## src/hw/i2cber_regs.svh

```systemverilog
// register offsets, field positions, status codes and timing counts of the bus recovery block
`ifndef I2CBER_REGS_SVH
`define I2CBER_REGS_SVH
`define I2CBER_ADDR_CONSET   3'h0
`define I2CBER_ADDR_CONCLR   3'h1
`define I2CBER_ADDR_STATUS   3'h2
`define I2CBER_ADDR_OWNADR   3'h3
`define I2CBER_ADDR_RATE     3'h4
`define I2CBER_ADDR_CONTROL  3'h5
`define I2CBER_ADDR_LINES    3'h6
`define I2CBER_BIT_AA        2
`define I2CBER_BIT_SI        3
`define I2CBER_BIT_STO       4
`define I2CBER_BIT_STA       5
`define I2CBER_BIT_EN        6
`define I2CBER_CTRL_MASK     8'h7C
`define I2CBER_CTRL_RST      8'h00
`define I2CBER_ST_IDLE       8'hF8
`define I2CBER_ST_BUSERR     8'h00
`define I2CBER_ST_START      8'h08
`define I2CBER_ST_RSTART     8'h10
`define I2CBER_ST_AL_MT      8'h38
`define I2CBER_ST_AL_SR      8'h68
`define I2CBER_ST_AL_GC      8'h78
`define I2CBER_ST_AL_ST      8'hB0
`define I2CBER_RATE_RST      16'h0000
`define I2CBER_HALF_DEFAULT  16'h0032
`define I2CBER_PULSES        2'h2
`endif

```

## src/hw/i2cber_pkg.sv

```systemverilog
// types shared by the bus recovery block
package i2cber_pkg;
  typedef enum logic [3:0] {
    I2CBER_IDLE,
    I2CBER_WAIT_FREE,
    I2CBER_START_SETUP,
    I2CBER_START_HOLD,
    I2CBER_CLK_LOW,
    I2CBER_CLK_HIGH,
    I2CBER_XFER,
    I2CBER_RS_SETUP,
    I2CBER_RS_HOLD,
    I2CBER_SLAVE
  } i2cber_state_t;
endpackage

```

## src/hw/i2cber_top.sv

```systemverilog
// two-wire bus error detection, recovery and forced access logic
// Overview of operation
// - status reads 0xF8 while event flag clear
// - start or stop inside frame is error
// - errors only count when master or addressed
// - error: unaddressed slave, release, flag, 0x00
// - undefined internal state reports code 0x00
// - stop plus flag clear recovers, no STOP
// - foreign repeated start first: release, no event
// - after foreign stop send start, code 0x08
// - lost arbitration codes 38, 68, 78, B0
// - start flag after loss restarts when free
// - stop with start forces access, stop cleared
// - clock held low: wait, no recovery
// - data held low: extra clocks, retry every two
// - data released: start, 0x08, continue alone
// - same recovery for forced or repeated start
`include "i2cber_regs.svh"
module i2cber_top #(
  parameter int ADDR_W = 3
) (
  input  wire logic              SYS_CLK_I,
  input  wire logic              RST_I,
  input  wire logic [ADDR_W-1:0] ADDR_I,
  input  wire logic [7:0]        WDATA_I,
  input  wire logic              WR_I,
  input  wire logic              RD_I,
  output logic      [7:0]        RDATA_O,
  input  wire logic              SCL_I,
  output logic                   SCL_O,
  output logic                   SCL_OE_N_O,
  input  wire logic              SDA_I,
  output logic                   SDA_O,
  output logic                   SDA_OE_N_O,
  input  wire logic              XFER_ACTIVE_I,
  input  wire logic              SLAVE_ADDRESSED_I,
  input  wire logic              FRAME_INSIDE_I,
  input  wire logic              RS_PENDING_I,
  input  wire logic              ARB_LOST_I,
  input  wire logic [1:0]        ARB_KIND_I,
  input  wire logic              XFER_DONE_I,
  output logic                   START_DONE_O,
  output logic                   MASTER_ROLE_O,
  output logic                   SLAVE_ROLE_O
);
  initial begin
    if (ADDR_W < 3) $error("ADDR_W must be at least 3");
  end

  logic [7:0]  control_flags_r;
  logic [7:0]  bus_status_code_r;
  logic [7:0]  own_slave_address_r;
  logic [15:0] half_period_r;
  logic [1:0]  scl_sync_r;
  logic [1:0]  sda_sync_r;
  logic        scl_d_r;
  logic        sda_d_r;
  logic        bus_busy_r;
  logic [15:0] tick_cnt_r;
  logic [1:0]  pulse_cnt_r;
  logic        scl_drive_low_r;
  logic        sda_drive_low_r;
  logic        start_done_r;
  i2cber_pkg::i2cber_state_t state_r;

  logic scl_s;
  logic sda_s;
  logic start_seen;
  logic stop_seen;
  logic tick;
  logic wr_set;
  logic wr_clr;
  logic involved;
  logic bus_err;
  logic forced;
  logic recover;
  logic gen_start_done;
  logic foreign_rs;

  // address decode of a strobed access
  function automatic logic hit(input logic [ADDR_W-1:0] a, input logic [2:0] off);
    hit = (a == ADDR_W'(off));
  endfunction

  // two-stage synchronisers for the bus lines
  always_ff @(posedge SYS_CLK_I or posedge RST_I) begin
    if (RST_I) begin
      scl_sync_r <= 2'h3;
      sda_sync_r <= 2'h3;
      scl_d_r    <= 1'b1;
      sda_d_r    <= 1'b1;
    end else begin
      scl_sync_r <= {scl_sync_r[0], SCL_I};
      sda_sync_r <= {sda_sync_r[0], SDA_I};
      scl_d_r    <= scl_sync_r[1];
      sda_d_r    <= sda_sync_r[1];
    end
  end

  // start and stop detection on synchronised lines
  assign scl_s      = scl_sync_r[1];
  assign sda_s      = sda_sync_r[1];
  assign start_seen = scl_s && scl_d_r && sda_d_r && !sda_s;
  assign stop_seen  = scl_s && scl_d_r && !sda_d_r && sda_s;

  // strobed writes to the set and clear ports
  assign wr_set  = WR_I && hit(ADDR_I, `I2CBER_ADDR_CONSET);
  assign wr_clr  = WR_I && hit(ADDR_I, `I2CBER_ADDR_CONCLR);
  assign involved = (state_r == i2cber_pkg::I2CBER_XFER) || (state_r == i2cber_pkg::I2CBER_SLAVE)
                    || (state_r == i2cber_pkg::I2CBER_RS_SETUP);
  assign bus_err = (start_seen || stop_seen) && FRAME_INSIDE_I && involved;
  assign forced  = control_flags_r[`I2CBER_BIT_STA] && control_flags_r[`I2CBER_BIT_STO]
                   && bus_busy_r;
  // recovery needs the error code, a stop request and a cleared flag
  assign recover = control_flags_r[`I2CBER_BIT_STO] && !control_flags_r[`I2CBER_BIT_SI]
                   && (bus_status_code_r == `I2CBER_ST_BUSERR) && !control_flags_r[`I2CBER_BIT_STA];
  // start hold over: our start is complete
  assign gen_start_done = (state_r == i2cber_pkg::I2CBER_START_HOLD) && tick;
  assign foreign_rs = (state_r == i2cber_pkg::I2CBER_RS_SETUP) && start_seen;

  // bus busy between start and stop, forced free on request
  always_ff @(posedge SYS_CLK_I or posedge RST_I) begin
    if (RST_I) begin
      bus_busy_r <= 1'b0;
    end else if (forced) begin
      bus_busy_r <= 1'b0;
    end else if (start_seen) begin
      bus_busy_r <= 1'b1;
    end else if (stop_seen) begin
      bus_busy_r <= 1'b0;
    end
  end

  // half bit period divider, frozen while another device stretches clock
  always_ff @(posedge SYS_CLK_I or posedge RST_I) begin
    if (RST_I) begin
      tick_cnt_r <= 16'h0000;
    end else if (tick || (state_r == i2cber_pkg::I2CBER_IDLE)) begin
      tick_cnt_r <= 16'h0000;
    end else if (!(scl_drive_low_r == 1'b0 && !scl_s && state_r == i2cber_pkg::I2CBER_CLK_HIGH)) begin
      tick_cnt_r <= tick_cnt_r + 16'h0001;
    end
  end
  assign tick = (tick_cnt_r >= half_period_r);

  // control flags: set and clear ports and hardware updates
  always_ff @(posedge SYS_CLK_I or posedge RST_I) begin
    if (RST_I) begin
      control_flags_r <= `I2CBER_CTRL_RST;
    end else begin
      if (wr_set) begin
        control_flags_r <= control_flags_r | (WDATA_I & `I2CBER_CTRL_MASK);
      end else if (wr_clr) begin
        control_flags_r <= control_flags_r & ~(WDATA_I & `I2CBER_CTRL_MASK);
      end
      if (recover || forced) begin
        control_flags_r[`I2CBER_BIT_STO] <= 1'b0;
      end
      if (gen_start_done) begin
        control_flags_r[`I2CBER_BIT_STA] <= 1'b0;
      end
      // foreign repeated start: set the start request so a retry follows the stop
      if (foreign_rs) begin
        control_flags_r[`I2CBER_BIT_STA] <= 1'b1;
      end
      // hardware set wins over a same-cycle clear
      if (bus_err || gen_start_done || ARB_LOST_I || XFER_DONE_I
          || (state_r > i2cber_pkg::I2CBER_SLAVE)) begin
        control_flags_r[`I2CBER_BIT_SI] <= 1'b1;
      end
    end
  end

  // status code register
  always_ff @(posedge SYS_CLK_I or posedge RST_I) begin
    if (RST_I) begin
      bus_status_code_r <= `I2CBER_ST_IDLE;
    end else if (bus_err || state_r > i2cber_pkg::I2CBER_SLAVE) begin
      bus_status_code_r <= `I2CBER_ST_BUSERR;
    end else if (gen_start_done) begin
      bus_status_code_r <= `I2CBER_ST_START;
    end else if (ARB_LOST_I) begin
      case (ARB_KIND_I)
        2'h0:    bus_status_code_r <= `I2CBER_ST_AL_MT;
        2'h1:    bus_status_code_r <= `I2CBER_ST_AL_SR;
        2'h2:    bus_status_code_r <= `I2CBER_ST_AL_GC;
        default: bus_status_code_r <= `I2CBER_ST_AL_ST;
      endcase
    end else if (!control_flags_r[`I2CBER_BIT_SI] && !recover) begin
      bus_status_code_r <= `I2CBER_ST_IDLE;
    end
  end

  // software-held configuration
  always_ff @(posedge SYS_CLK_I or posedge RST_I) begin
    if (RST_I) begin
      own_slave_address_r <= 8'h00;
      half_period_r       <= `I2CBER_HALF_DEFAULT;
    end else if (WR_I && hit(ADDR_I, `I2CBER_ADDR_OWNADR)) begin
      own_slave_address_r <= WDATA_I;
    end else if (WR_I && hit(ADDR_I, `I2CBER_ADDR_RATE)) begin
      half_period_r <= (WDATA_I == 8'h00) ? `I2CBER_HALF_DEFAULT : {8'h00, WDATA_I};
    end
  end

  // recovery and start generation sequencer
  always_ff @(posedge SYS_CLK_I or posedge RST_I) begin
    if (RST_I) begin
      state_r         <= i2cber_pkg::I2CBER_IDLE;
      scl_drive_low_r <= 1'b0;
      sda_drive_low_r <= 1'b0;
      pulse_cnt_r     <= 2'h0;
    end else if (bus_err || recover || foreign_rs || !control_flags_r[`I2CBER_BIT_EN]) begin
      state_r         <= i2cber_pkg::I2CBER_IDLE;
      scl_drive_low_r <= 1'b0;
      sda_drive_low_r <= 1'b0;
      pulse_cnt_r     <= 2'h0;
    end else begin
      case (state_r)
        i2cber_pkg::I2CBER_IDLE: begin
          if (control_flags_r[`I2CBER_BIT_STA] && !control_flags_r[`I2CBER_BIT_SI]) begin
            state_r <= i2cber_pkg::I2CBER_WAIT_FREE;
          end else if (SLAVE_ADDRESSED_I) begin
            state_r <= i2cber_pkg::I2CBER_SLAVE;
          end
        end
        i2cber_pkg::I2CBER_WAIT_FREE: begin
          // a clock line held low by another device keeps us here
          if (!bus_busy_r && scl_s) begin
            state_r <= i2cber_pkg::I2CBER_START_SETUP;
          end
        end
        i2cber_pkg::I2CBER_START_SETUP: begin
          if (tick) begin
            if (sda_s) begin
              sda_drive_low_r <= 1'b1;
              pulse_cnt_r     <= 2'h0;
              state_r         <= i2cber_pkg::I2CBER_START_HOLD;
            end else begin
              scl_drive_low_r <= 1'b1;
              state_r         <= i2cber_pkg::I2CBER_CLK_LOW;
            end
          end
        end
        i2cber_pkg::I2CBER_CLK_LOW: begin
          if (tick) begin
            scl_drive_low_r <= 1'b0;
            pulse_cnt_r     <= pulse_cnt_r + 2'h1;
            state_r         <= i2cber_pkg::I2CBER_CLK_HIGH;
          end
        end
        i2cber_pkg::I2CBER_CLK_HIGH: begin
          if (tick) begin
            // two extra pulses done: try the start again
            if (pulse_cnt_r == `I2CBER_PULSES) begin
              pulse_cnt_r <= 2'h0;
              state_r     <= i2cber_pkg::I2CBER_START_SETUP;
            end else begin
              scl_drive_low_r <= 1'b1;
              state_r         <= i2cber_pkg::I2CBER_CLK_LOW;
            end
          end
        end
        i2cber_pkg::I2CBER_START_HOLD: begin
          if (tick) begin
            state_r <= i2cber_pkg::I2CBER_XFER;
          end
        end
        i2cber_pkg::I2CBER_XFER: begin
          // start held long enough: the transfer engine owns data now
          sda_drive_low_r <= 1'b0;
          if (RS_PENDING_I) begin
            state_r <= i2cber_pkg::I2CBER_RS_SETUP;
          end else if (ARB_LOST_I || XFER_DONE_I) begin
            state_r <= i2cber_pkg::I2CBER_IDLE;
          end
        end
        i2cber_pkg::I2CBER_RS_SETUP: begin
          if (tick) begin
            state_r <= i2cber_pkg::I2CBER_START_SETUP;
          end
        end
        i2cber_pkg::I2CBER_SLAVE: begin
          if (!SLAVE_ADDRESSED_I) begin
            state_r <= i2cber_pkg::I2CBER_IDLE;
          end
        end
        default: begin
          state_r <= i2cber_pkg::I2CBER_IDLE;
        end
      endcase
    end
  end

  // one-cycle start done pulse
  always_ff @(posedge SYS_CLK_I or posedge RST_I) begin
    if (RST_I) begin
      start_done_r <= 1'b0;
    end else begin
      start_done_r <= gen_start_done;
    end
  end

  // register read port, data one cycle after strobe
  always_ff @(posedge SYS_CLK_I or posedge RST_I) begin
    if (RST_I) begin
      RDATA_O <= 8'h00;
    end else if (RD_I) begin
      if (hit(ADDR_I, `I2CBER_ADDR_CONSET) || hit(ADDR_I, `I2CBER_ADDR_CONTROL)) begin
        RDATA_O <= control_flags_r;
      end else if (hit(ADDR_I, `I2CBER_ADDR_STATUS)) begin
        RDATA_O <= bus_status_code_r;
      end else if (hit(ADDR_I, `I2CBER_ADDR_OWNADR)) begin
        RDATA_O <= own_slave_address_r;
      end else if (hit(ADDR_I, `I2CBER_ADDR_RATE)) begin
        RDATA_O <= half_period_r[7:0];
      end else if (hit(ADDR_I, `I2CBER_ADDR_LINES)) begin
        RDATA_O <= {5'h00, bus_busy_r, sda_s, scl_s};
      end else begin
        RDATA_O <= 8'h00;
      end
    end
  end

  // open-drain outputs: enable low while pulling the line low
  assign SCL_O         = 1'b0;
  assign SDA_O         = 1'b0;
  assign SCL_OE_N_O    = !scl_drive_low_r;
  assign SDA_OE_N_O    = !sda_drive_low_r;
  assign START_DONE_O  = start_done_r;
  assign MASTER_ROLE_O = (state_r == i2cber_pkg::I2CBER_XFER)
                         || (state_r == i2cber_pkg::I2CBER_RS_SETUP);
  assign SLAVE_ROLE_O  = (state_r == i2cber_pkg::I2CBER_SLAVE);
endmodule

```

## config.mk

```make
export PLATFORM = sky130hd
export DESIGN_NAME = i2cber_top
export DESIGN_NICKNAME = d
export VERILOG_FILES = /design/src/hw/i2cber_pkg.sv /design/src/hw/i2cber_top.sv
export VERILOG_INCLUDE_DIRS = /design/src /design/src/hw
export SDC_FILE = /design/constraint.sdc
export NUM_CORES = 1
export LEC_CHECK = 0
export ABC_AREA = 1
export BUFFER_PORTS_ARGS = -buffer_cell sky130_fd_sc_hd__buf_2
export CORE_MARGIN = 1.5
export CORE_UTILIZATION = 45
export DETAILED_ROUTE_END_ITERATION = 16
export PLACE_DENSITY = 0.67
export REMOVE_ABC_BUFFERS = 1
export SLEW_MARGIN = 30
export SYNTH_ARGS = -nofsm -noshare
export SYNTH_HDL_FRONTEND = slang
export SYNTH_SLANG_ARGS = --single-unit
```

## constraint.sdc

```tcl
create_clock -name SYS_CLK_I -period 2.68 [get_ports SYS_CLK_I]
set_clock_uncertainty 0.1 [all_clocks]
set_input_delay 0.268 -clock SYS_CLK_I [delete_from_list [all_inputs] [get_ports SYS_CLK_I]]
set_output_delay 0.268 -clock SYS_CLK_I [all_outputs]
set_load 0.01 [all_outputs]
```

* Word level (Yosys, flattened, before mapping) *
Cells that the tools add are included.

cells by class
  $add $sub $neg = 2
  $lt $le $gt $ge = 2
  equal/unequal tests = 31
  multiplexer cells = 55
  bitwise logic cells = 5
  reduce and logical (&&, ||, !) cells = 67

operators with widths
  cell                     number
  $mux W8                  11
  $mux W4                  12
  $pmux W4 S9              1
  $mux W16                 2
  $pmux W8 S3              1
  $logic_and A1 B1 Y1      23
  $ne A3 B3 Y1 const B     7
  $add A16 B1 Y16 const B  1
  $eq A4 B3 Y1 const B     4
  $ge A16 B16 Y1           1
  $logic_not A8 Y1         2
  $logic_or A1 B1 Y1       16
  $mux W1                  16
  $mux W2                  6
  $reduce_and A6 Y1        2
  $reduce_bool A3 Y1       4
  $reduce_bool A4 Y1       3
  $logic_not A1 Y1         10
  $eq A3 B3 Y1 const B     3
  $mux W3                  3
  $ne A3 B2 Y1 const B     3
  $reduce_and A9 Y1        1
  $and A8 B8 Y8            1
  $eq A4 B2 Y1 const B     2
  other kinds (23)         27

word-level totals
  bits in registers = 80
  input port bits = 25
  word-level logic and storage cells = 181

* Longest topological paths before layout *
Gate-level depths: netlist (run 1).

  word-level depth = 11
  depth in mapped cells = 14

* Least setup slack after synthesis (run 1) *
OpenSTA, ideal clock, no wires.

  kind = reg2reg
  from = register half_period_r[1]
  to = register tick_cnt_r[8]
  setup time = 80 ps
  data arrival time = 1748 ps
  required time = 2500 ps
  slack = 752 ps
  cell stages (with the launch flop) = 12
  path buffers = 1
  period minus slack after synthesis = 1928 ps
  path through = dfstp_2 inv_1 ha_1 nand2_1 nand2_1 nand2_1 nand2_1 nand2_1 nand4_2 or2_0 buf_2 nor3b_2

on the way
  cells in the longest elaborated chain, start to end = 3

ends and longest elaborated chain
  element                                                    line               source
  from (decl)                                                i2cber_top.sv:53   logic [15:0] half_period_r;
  from (signal assigned)                                     i2cber_top.sv:198  half_period_r <= `I2CBER_HALF_DEFAULT;
  from (signal assigned)                                     i2cber_top.sv:202  half_period_r <= (WDATA_I == 8'h00) ? `I2CBER_HALF_DEFAULT : {8'h00, WDATA_I};
  $ge A16 B16 Y1 *                                           i2cber_top.sv:144  assign tick = (tick_cnt_r >= half_period_r);
  $logic_or A1 B1 Y1 *                                       i2cber_top.sv:138  end else if (tick || (state_r == i2cber_pkg::I2CBER_IDLE)) begin
  $ne A2 B2 Y1 (no source line) or $mux W16 (tied branches)  n/a
  to (signal assigned)                                       i2cber_top.sv:141  tick_cnt_r <= tick_cnt_r + 16'h0001;
  to (decl)                                                  i2cber_top.sv:59   logic [15:0] tick_cnt_r;

Every way passes the cells marked *; elsewhere a longest branch is shown, timed or not.
A chain may end at the register's enable or synchronous reset.

* Worst setup path in the final report (run 1) *
Ends and elaborated chain as after synthesis.

==> impl_metrics.csv, run 1 <==
group,metric,value,unit
run_status,status,"complete, no violations",
sta,rsz0062_at_grt,"false",
floorplanning,die_w,91.4,um
floorplanning,core,7650,um2
cells_and_area,seqCellArea,1670,um2
sta,setup_slack,0.431,ns
cells_and_area,final_cell_mix,"nand2_1 (90), inv_1 (60), nor2_1 (54), dfrtp_1 (52), buf_2 (36)",
global_route,grt-ovfl-total,0,
pwr,p_sw_share,33.8,%
synthesis,synth-warning-count,0,
global_route,grt_usage,20.5,%
synthesis,synth_enable_flop_cells,0,
placed_design,pre_cts_slack,0.438,ns
synthesis,postSynthCellCount,424,
synthesis,synth_ff_type,"dfrtp_1",
worst_setup_path,required,2.84,ns
routing,drcViolationCount,0,
sta,worst_slew_pin_slew,0.550,ns
cells_and_area,area_delta_synth_final,15.2,%
floorplanning,dieHeight,91.4,um
clocking,cts.sinks,66,
synthesis,yosys.cell_types.count,46,
cells_and_area,finalCoreUtilization,53.0,%
synthesis,synth-seq-cells,66,
global_route,grt_pass1_vias,2816,
worst_setup_path,reg2reg_depth,10,
sta,finalHoldViolations,0,
clocking,cts_setup_buffers,0,
placed_design,hpwl,6020,um
clocking,clockBufferDepth,2,
pwr,power_frac_comb,23.5,%
pwr,clockPowerShare,29.8,%
pwr,netSwitchingPower,0.925,mW
synthesis,netlist_area,3520,um2
placed_design,place.gp.congestion,0.883,
placed_design,placedCellCount,566,
job,drv_cap,0,
cells_and_area,nNetsFinal,515,
floorplanning,core.rowCount,32,
cells_and_area,drive_gt1_share,18.8,%
clocking,htreeDepth,3,
global_route,grt_max_degree,26,
hold_path,holdPathStages,3,
clocking,cts_tree,"built",
clocking,cts_resized,0,
pwr,peakVddDrop,0.000379,V
clocking,cts-root-buf,"clkbuf_8",
routing,drtIter0Drc,168,
routing,via_per_inst,4.98,
routing,wl_per_cell,13.3,um
cells_and_area,multi_input_comb_area,1600,um2
pwr,p_per_area,675,nW/um2
global_route,antenna_found_initial,0,
sta,slew_headroom,63.4,%
global_route,grt_pass1_wl,13400,um
synthesis,async_flop_share,100,%
routing,vias,2914,
floorplanning,io_pins,40,
sta,timing.final.crit_share,83.9,%
clocking,hold_buffers,3,
worst_setup_path,critPathKind,"reg2reg",
sta,setup_violations,0,
pwr,seqPwrFrac,46.7,%
worst_setup_path,startpoint_type,"register",
synthesis,seq_area_frac_synth,47.5,%
cells_and_area,fillCellCount,755,
cells_and_area,diodes,0,
sta,setup_tns,0,ns
worst_setup_path,cp_max_fo,9,
clocking,clock_latency,0.34,ns
floorplanning,initial_utilization,46.0,%
synthesis,syn_area_per_cell,8.29,um2
hold_path,hold_class,"in2reg",
clocking,clk_pin_slew,0.08,ns
pwr,p_int,1.81,mW
routing,postRouteAntennaNets,0,
worst_setup_path,arrival,2.40,ns
pwr,p_leak,2.04,nW
sta,max_clock_freq,0.445,GHz
cells_and_area,final_cells,585,
cells_and_area,final_common_cell,"nand2_1",
routing,finalWirelength,7810,um
worst_setup_path,crit_path_end_kind,"register",
routing,drt-pass1-iter-count,8,
clocking,cts_inserted_buffers,9,
sta,min_period,2.25,ns
placed_design,io_buffers,36,
floorplanning,die-area,8350,um2
sta,report.final.slew_viol_count,0,
==> cell type report <==
cell class / count / area share, %
inverters: 66 / 6.11
clock buffers: 10 / 3.15
well taps: 102 / 3.15
clock inverters: 6 / 1.42
multi-input cells: 294 / 39.4
flip-flops and latches: 66 / 41.2
repair buffers: 41 / 5.56
==> synth_stat cells (2+ instances only) <==
library cell / count / area (um2)
dfrtp_1: 52 / 1300
xor2_1: 2 / 17.5
nand3_1: 16 / 80.1
nand3_4: 3 / 52.6
o221ai_1: 4 / 35.0
o22a_1: 3 / 26.3
inv_1: 61 / 229
clkbuf_1: 2 / 7.51
ha_1: 12 / 150
nand4_1: 9 / 56.3
a31oi_1: 2 / 12.5
nor2_2: 2 / 12.5
nor2_1: 54 / 203
dfstp_2: 14 / 368
inv_2: 4 / 15.0
nor3_1: 11 / 55.1
nand2_1: 90 / 338
o21ai_4: 2 / 32.5
nor2_4: 2 / 22.5
o21ai_1: 4 / 20.0
buf_4: 2 / 15.0
o21ai_0: 31 / 155
a21oi_1: 15 / 75.1
buf_2: 2 / 10.0
a221oi_1: 3 / 26.3
nand4_2: 2 / 25.0
==> per-stage QoR <==
stage               power (mW)  hold WS, ns  cell area, um2
global route              2.92       0.0961            4050
CTS                       2.76       0.0798            4050
floorplan                 1.73        0.172            3510
finish                    2.74       0.0929            4050
global placement          1.92        0.219            3840
detailed placement        1.93        0.229            3840
==> cells by family (layout without fill, tap and decap cells) <==
group | count (synthesis) | in the layout | synth area share, %
buffers and inverters | 72 | 123 | 7.97
adders and majority gates | 12 | 12 | 4.27
and+or+nand+nor | 197 | 197 | 26.3
AOI/OAI and AO/OA | 72 | 72 | 12.8
muxes | 1 | 1 | 0.320
xor gates and xnor gates | 3 | 3 | 0.747
DFF | 66 | 66 | 47.5
other | 1 | 9 | 0.107
==> power groups by stage <==
stage	logic, mW	registers [mW]	clock network (mW)
after global routing	0.747	1.30	0.877
final	0.643	1.28	0.814
after floorplan	0.470	1.26	0
after CTS	0.647	1.28	0.833
after detailed placement	0.640	1.29	0
after global placement	0.628	1.29	0
==> sequential cells by signal, indices dropped and copies added, names as in the netlist, named ones only <==
| register | count |
|---|---|
| state_r | 4 |
| scl_d_r | 1 |
| pulse_cnt_r | 2 |
| scl_drive_low_r | 1 |
| control_flags_r | 3 |
| sda_d_r | 1 |
| scl_sync_r | 2 |
| bus_busy_r | 1 |
| RDATA_O | 8 |
| half_period_r | 8 |
| bus_status_code_r | 5 |
| sda_sync_r | 2 |
| START_DONE_O | 1 |
| sda_drive_low_r | 1 |
| own_slave_address_r | 8 |
| tick_cnt_r | 16 |
==> worst paths after layout <==
check / to / start / slack [ns]
max reg2reg: tick_cnt_r[8] / half_period_r[1] / 0.43
max in group asynchronous: half_period_r[5] / RST_I / 1.33
max: tick_cnt_r[8] / half_period_r[1] / 0.43
min reg2reg: scl_sync_r[1] / scl_sync_r[0] / 0.26
min: state_r[3] / SLAVE_ADDRESSED_I / 0.09
min in group asynchronous: half_period_r[0] / RST_I / 0.40
==> routing by layer <==
metal  wire, um  global-route usage (%)
met5          0                       0
met4         70                    5.21
met3        481                    4.94
met2       3600                    32.5
met1       3660                    28.2
==> worst max-delay path, cell delays in order (launching register included) <==
cell	delay [ns]
dfstp_2	0.52
inv_1	0.06
ha_1	0.30
nand2_1	0.08
nand2_1	0.05
nand2_1	0.05
nand2_1	0.05
nand2_1	0.07
nand4_2	0.19
or2_0	0.46
nor3b_2	0.24
Power figures use the tool's default switching activity.
==> run 2, diff against run 1 <==
--- a/config.mk
+++ b/config.mk
@@ -6,12 +6,12 @@
 export SDC_FILE = /design/constraint.sdc
 export NUM_CORES = 1
 export LEC_CHECK = 0
-export ABC_AREA = 1
+export ABC_AREA = 0
 export BUFFER_PORTS_ARGS = -buffer_cell sky130_fd_sc_hd__buf_2
 export CORE_MARGIN = 1.5
 export CORE_UTILIZATION = 45
 export DETAILED_ROUTE_END_ITERATION = 16
-export PLACE_DENSITY = 0.67
+export PLACE_DENSITY = 0.7
 export REMOVE_ABC_BUFFERS = 1
 export SLEW_MARGIN = 30
 export SYNTH_ARGS = -nofsm -noshare
==> constraint.sdc (replaced) <==
create_clock -name SYS_CLK_I -period 1.9 [get_ports SYS_CLK_I]
set_clock_uncertainty 0.1 [all_clocks]
set_input_delay 0.19 -clock SYS_CLK_I [delete_from_list [all_inputs] [get_ports SYS_CLK_I]]
set_output_delay 0.19 -clock SYS_CLK_I [all_outputs]
set_load 0.01 [all_outputs]
==> run 2 against run 1 <==
  * The flow now finishes with violations (negative setup slack)
  * Routed wire length is 11% higher
  * Non-clock buffer count is 52 higher
  * Sequential power is 50% higher
  * Cell area is 12% higher
  * Die area is 2.7% lower
  * Fmax is 6.6% higher
  * Sequential share of layout area is 4.4 points lower
  * Worst hold slack worse by 0.080 ns
  * Via count is 1.3% lower
  * Register-to-register slack worse by 0.64 ns
  * Clock power is 28% higher
  * Critical path type unchanged
  * Largest power group unchanged
==> impl_metrics.csv, run 2 <==
group,metric,value,unit
run_status,status,"finished, violations left",
run_status,violations,"negative setup slack",
synthesis,async_flop_share,100,%
global_route,grt_max_degree,67,
sta,rsz0062_at_grt,"true",
cells_and_area,largest_register,"tick_cnt_r",
synthesis,netlist.area_leader.share,38.1,%
cells_and_area,nNetsFinal,469,
sta,timing.final.crit_share,111,%
clocking,clockBufferDepth,2,
worst_setup_path,max_stage_delay,0.55,ns
floorplanning,io_pins,40,
pwr,p_leak,1.99,nW
global_route,grt_usage,21.6,%
placed_design,hpwl,5740,um
floorplanning,core,7290,um2
pwr,seqPwrFrac,41.9,%
pwr,p_int,3.01,mW
hold_path,hold_class,"in2reg",
clocking,cts_tree,"built",
synthesis,syn_area_per_cell,10.2,um2
synthesis,yosys.cell_types.count,60,
synthesis,synth_commonest_cells,"dfrtp_1 (52), nor2_1 (36), nand2_1 (26)",
worst_setup_path,cpLargestDelayFamily,"compound AO/OA/AOI/OAI gates",
cells_and_area,largest_reg_flops,16,
placed_design,place.gp.congestion,0.898,
routing,drtIter0Drc,149,
hold_path,holdPathStages,2,
clocking,cts_inserted_buffers,9,
floorplanning,die-area,8130,um2
pwr,p_sw_share,34.3,%
worst_setup_path,rrSetupSlack,-0.21,ns
routing,drt-pass1-iter-count,7,
synthesis,synth_ff_type,"dfrtp_1",
hold_path,worstHoldStart,"WDATA_I[0]",
floorplanning,initial_utilization,46.9,%
routing,vias,2875,
job,drv_cap,0,
sta,max_clock_freq,0.474,GHz
placed_design,pre_cts_slack,-0.336,ns
synthesis,seq_area_frac_synth,48.8,%
clocking,cts.sinks,66,
pwr,power_frac_comb,35.4,%
synthesis,postSynthCellCount,334,
pwr,netSwitchingPower,1.57,mW
floorplanning,die_w,90.2,um
routing,postRouteAntennaNets,0,
synthesis,netlist_area,3420,um2
pwr,clockPowerShare,22.7,%
worst_setup_path,r2r_end,"pulse_cnt_r[1]",
floorplanning,core.rowCount,31,
worst_setup_path,r2r_start,"half_period_r[1]",
sta,setup_slack,-0.209,ns
clocking,cts-root-buf,"clkbuf_8",
routing,drcViolationCount,0,
worst_setup_path,path_cells,"inv_2 > ha_4 > o211ai_1 > a21oi_2 > o21ai_2 > buf_4 > a211oi_4 > mux2i_1 > nor2_1",
sta,fin_hold_ws,0.0132,ns
cells_and_area,final_common_cell,"dfrtp_1",
worst_setup_path,required,2.04,ns
synthesis,synth_top_cell_by_area,"dfrtp_1",
placed_design,io_buffers,36,
global_route,grt-ovfl-total,0,
worst_setup_path,critPathKind,"reg2reg",
hold_path,min_to,"own_slave_address_r[0]",
synthesis,synth-seq-cells,66,
synthesis,netlist_top_cells_area,"dfrtp_1 (38%), dfstp_2 (11%), mux2_2 (4.9%), ha_1 (4.4%), nor2_1 (4.0%)",
worst_setup_path,startpoint_type,"register",
synthesis,synth_enable_flop_cells,0,
worst_setup_path,crit_path_end_kind,"register",
global_route,antenna_found_initial,0,
worst_setup_path,reg2reg_depth,9,
clocking,clock_latency,0.36,ns
global_route,grt_pass1_wl,13800,um
floorplanning,dieHeight,90.2,um
worst_setup_path,cp_max_fo,2,
worst_setup_path,arrival,2.24,ns
cells_and_area,drive_gt1_share,40.7,%
worst_setup_path,cp.buffers_inverters,2,
cells_and_area,area_delta_synth_final,33.0,%
routing,wl_per_cell,16.1,um
routing,via_per_inst,5.36,
clocking,clk_pin_slew,0.08,ns
worst_setup_path,crit_path_top_delay_cell,"dfstp_2",
sta,setup_violations,22,
clocking,htreeDepth,3,
sta,finalHoldViolations,0,
pwr,p_per_area,1010,nW/um2
cells_and_area,diodes,0,
cells_and_area,final_cell_mix,"dfrtp_1 (50), buf_4 (47), buf_2 (36), nor2_1 (27), nand2_1 (25)",
synthesis,post-synth-top-count-cell,"dfrtp_1",
pwr,peakVddDrop,0.000527,V
sta,min_period,2.11,ns
routing,finalWirelength,8630,um
sta,report.final.slew_viol_count,0,
synthesis,synth-warning-count,0,
global_route,grt_pass1_vias,2916,
## run 2: cell type report
type                       count  area [um2]
sequential                    66        1670
timing repair buffer          93         644
multi-input combinational    240        1860
inverter                      22        82.6
tap                           99         124
clock buffer                  13         149
fill                         620        2740
clock inverter                 3        17.5
## run 2: routing by layer
metal	wire, um	up-vias	global-route usage, %
met3	399	11	6.18
met4	76	0	7.41
met2	4360	80	35.1
li1	-	1385	-
met1	3790	1399	27.6
met5	0	-	0
## run 2: kinds of logic after synthesis
logic type | count (synthesis) | synth area share, %
adder cells (fa/ha/maj) | 12 | 4.39
other | 1 | 0.110
buffers and inverters | 37 | 5.23
AO/OA/AOI/OAI | 81 | 16.2
AND/OR/NAND/NOR | 107 | 16.3
XOR/XNOR | 9 | 2.30
flip-flops | 66 | 48.8
multiplexers | 21 | 6.70
## run 2: stage by stage
stage / total power, mW / util (%) / setup TNS (ns) / cells / cell area (um2)
5_1_grt: 4.86 / 62.4 / -3.72 / 536 / 4550
4_1_cts: 4.44 / 59.8 / -1.79 / 532 / 4360
6_report: 4.58 / 62.4 / -1.74 / 536 / 4550
3_5_place_dp: 3.29 / 55.0 / -5.04 / 507 / 4010
3_3_place_gp: 3.27 / 55.0 / -4.27 / 507 / 4010
2_1_floorplan: 2.70 / - / -1.89 / 327 / 3350
## run 2: timing repair
item                       CTS  global route
pin swaps                    8            18
resized for setup           25            31
setup endpoints to repair   24            25
hold endpoints to repair    60             0
cloned                       0             1
setup buffers                1             4
hold buffers                 8             0
## run 2: worst max path at each step
stage | from | to | cells past startpoint
2_1_floorplan | half_period_r[1] | bus_status_code_r[4] | 9
3_3_place_gp | half_period_r[1] | bus_status_code_r[4] | 9
3_5_place_dp | half_period_r[1] | pulse_cnt_r[1] | 9
4_1_cts | half_period_r[1] | pulse_cnt_r[1] | 9
5_1_grt | half_period_r[1] | pulse_cnt_r[1] | 9
6_report | half_period_r[1] | pulse_cnt_r[1] | 9
## run 2: power by group through the flow
stage	clock [mW]	sequential [mW]	combinational (mW)
4_1_cts	1.06	1.91	1.47
2_1_floorplan	0	1.90	0.792
6_report	1.04	1.92	1.62
3_5_place_dp	0	1.93	1.36
5_1_grt	1.13	1.96	1.77
3_3_place_gp	0	1.92	1.34
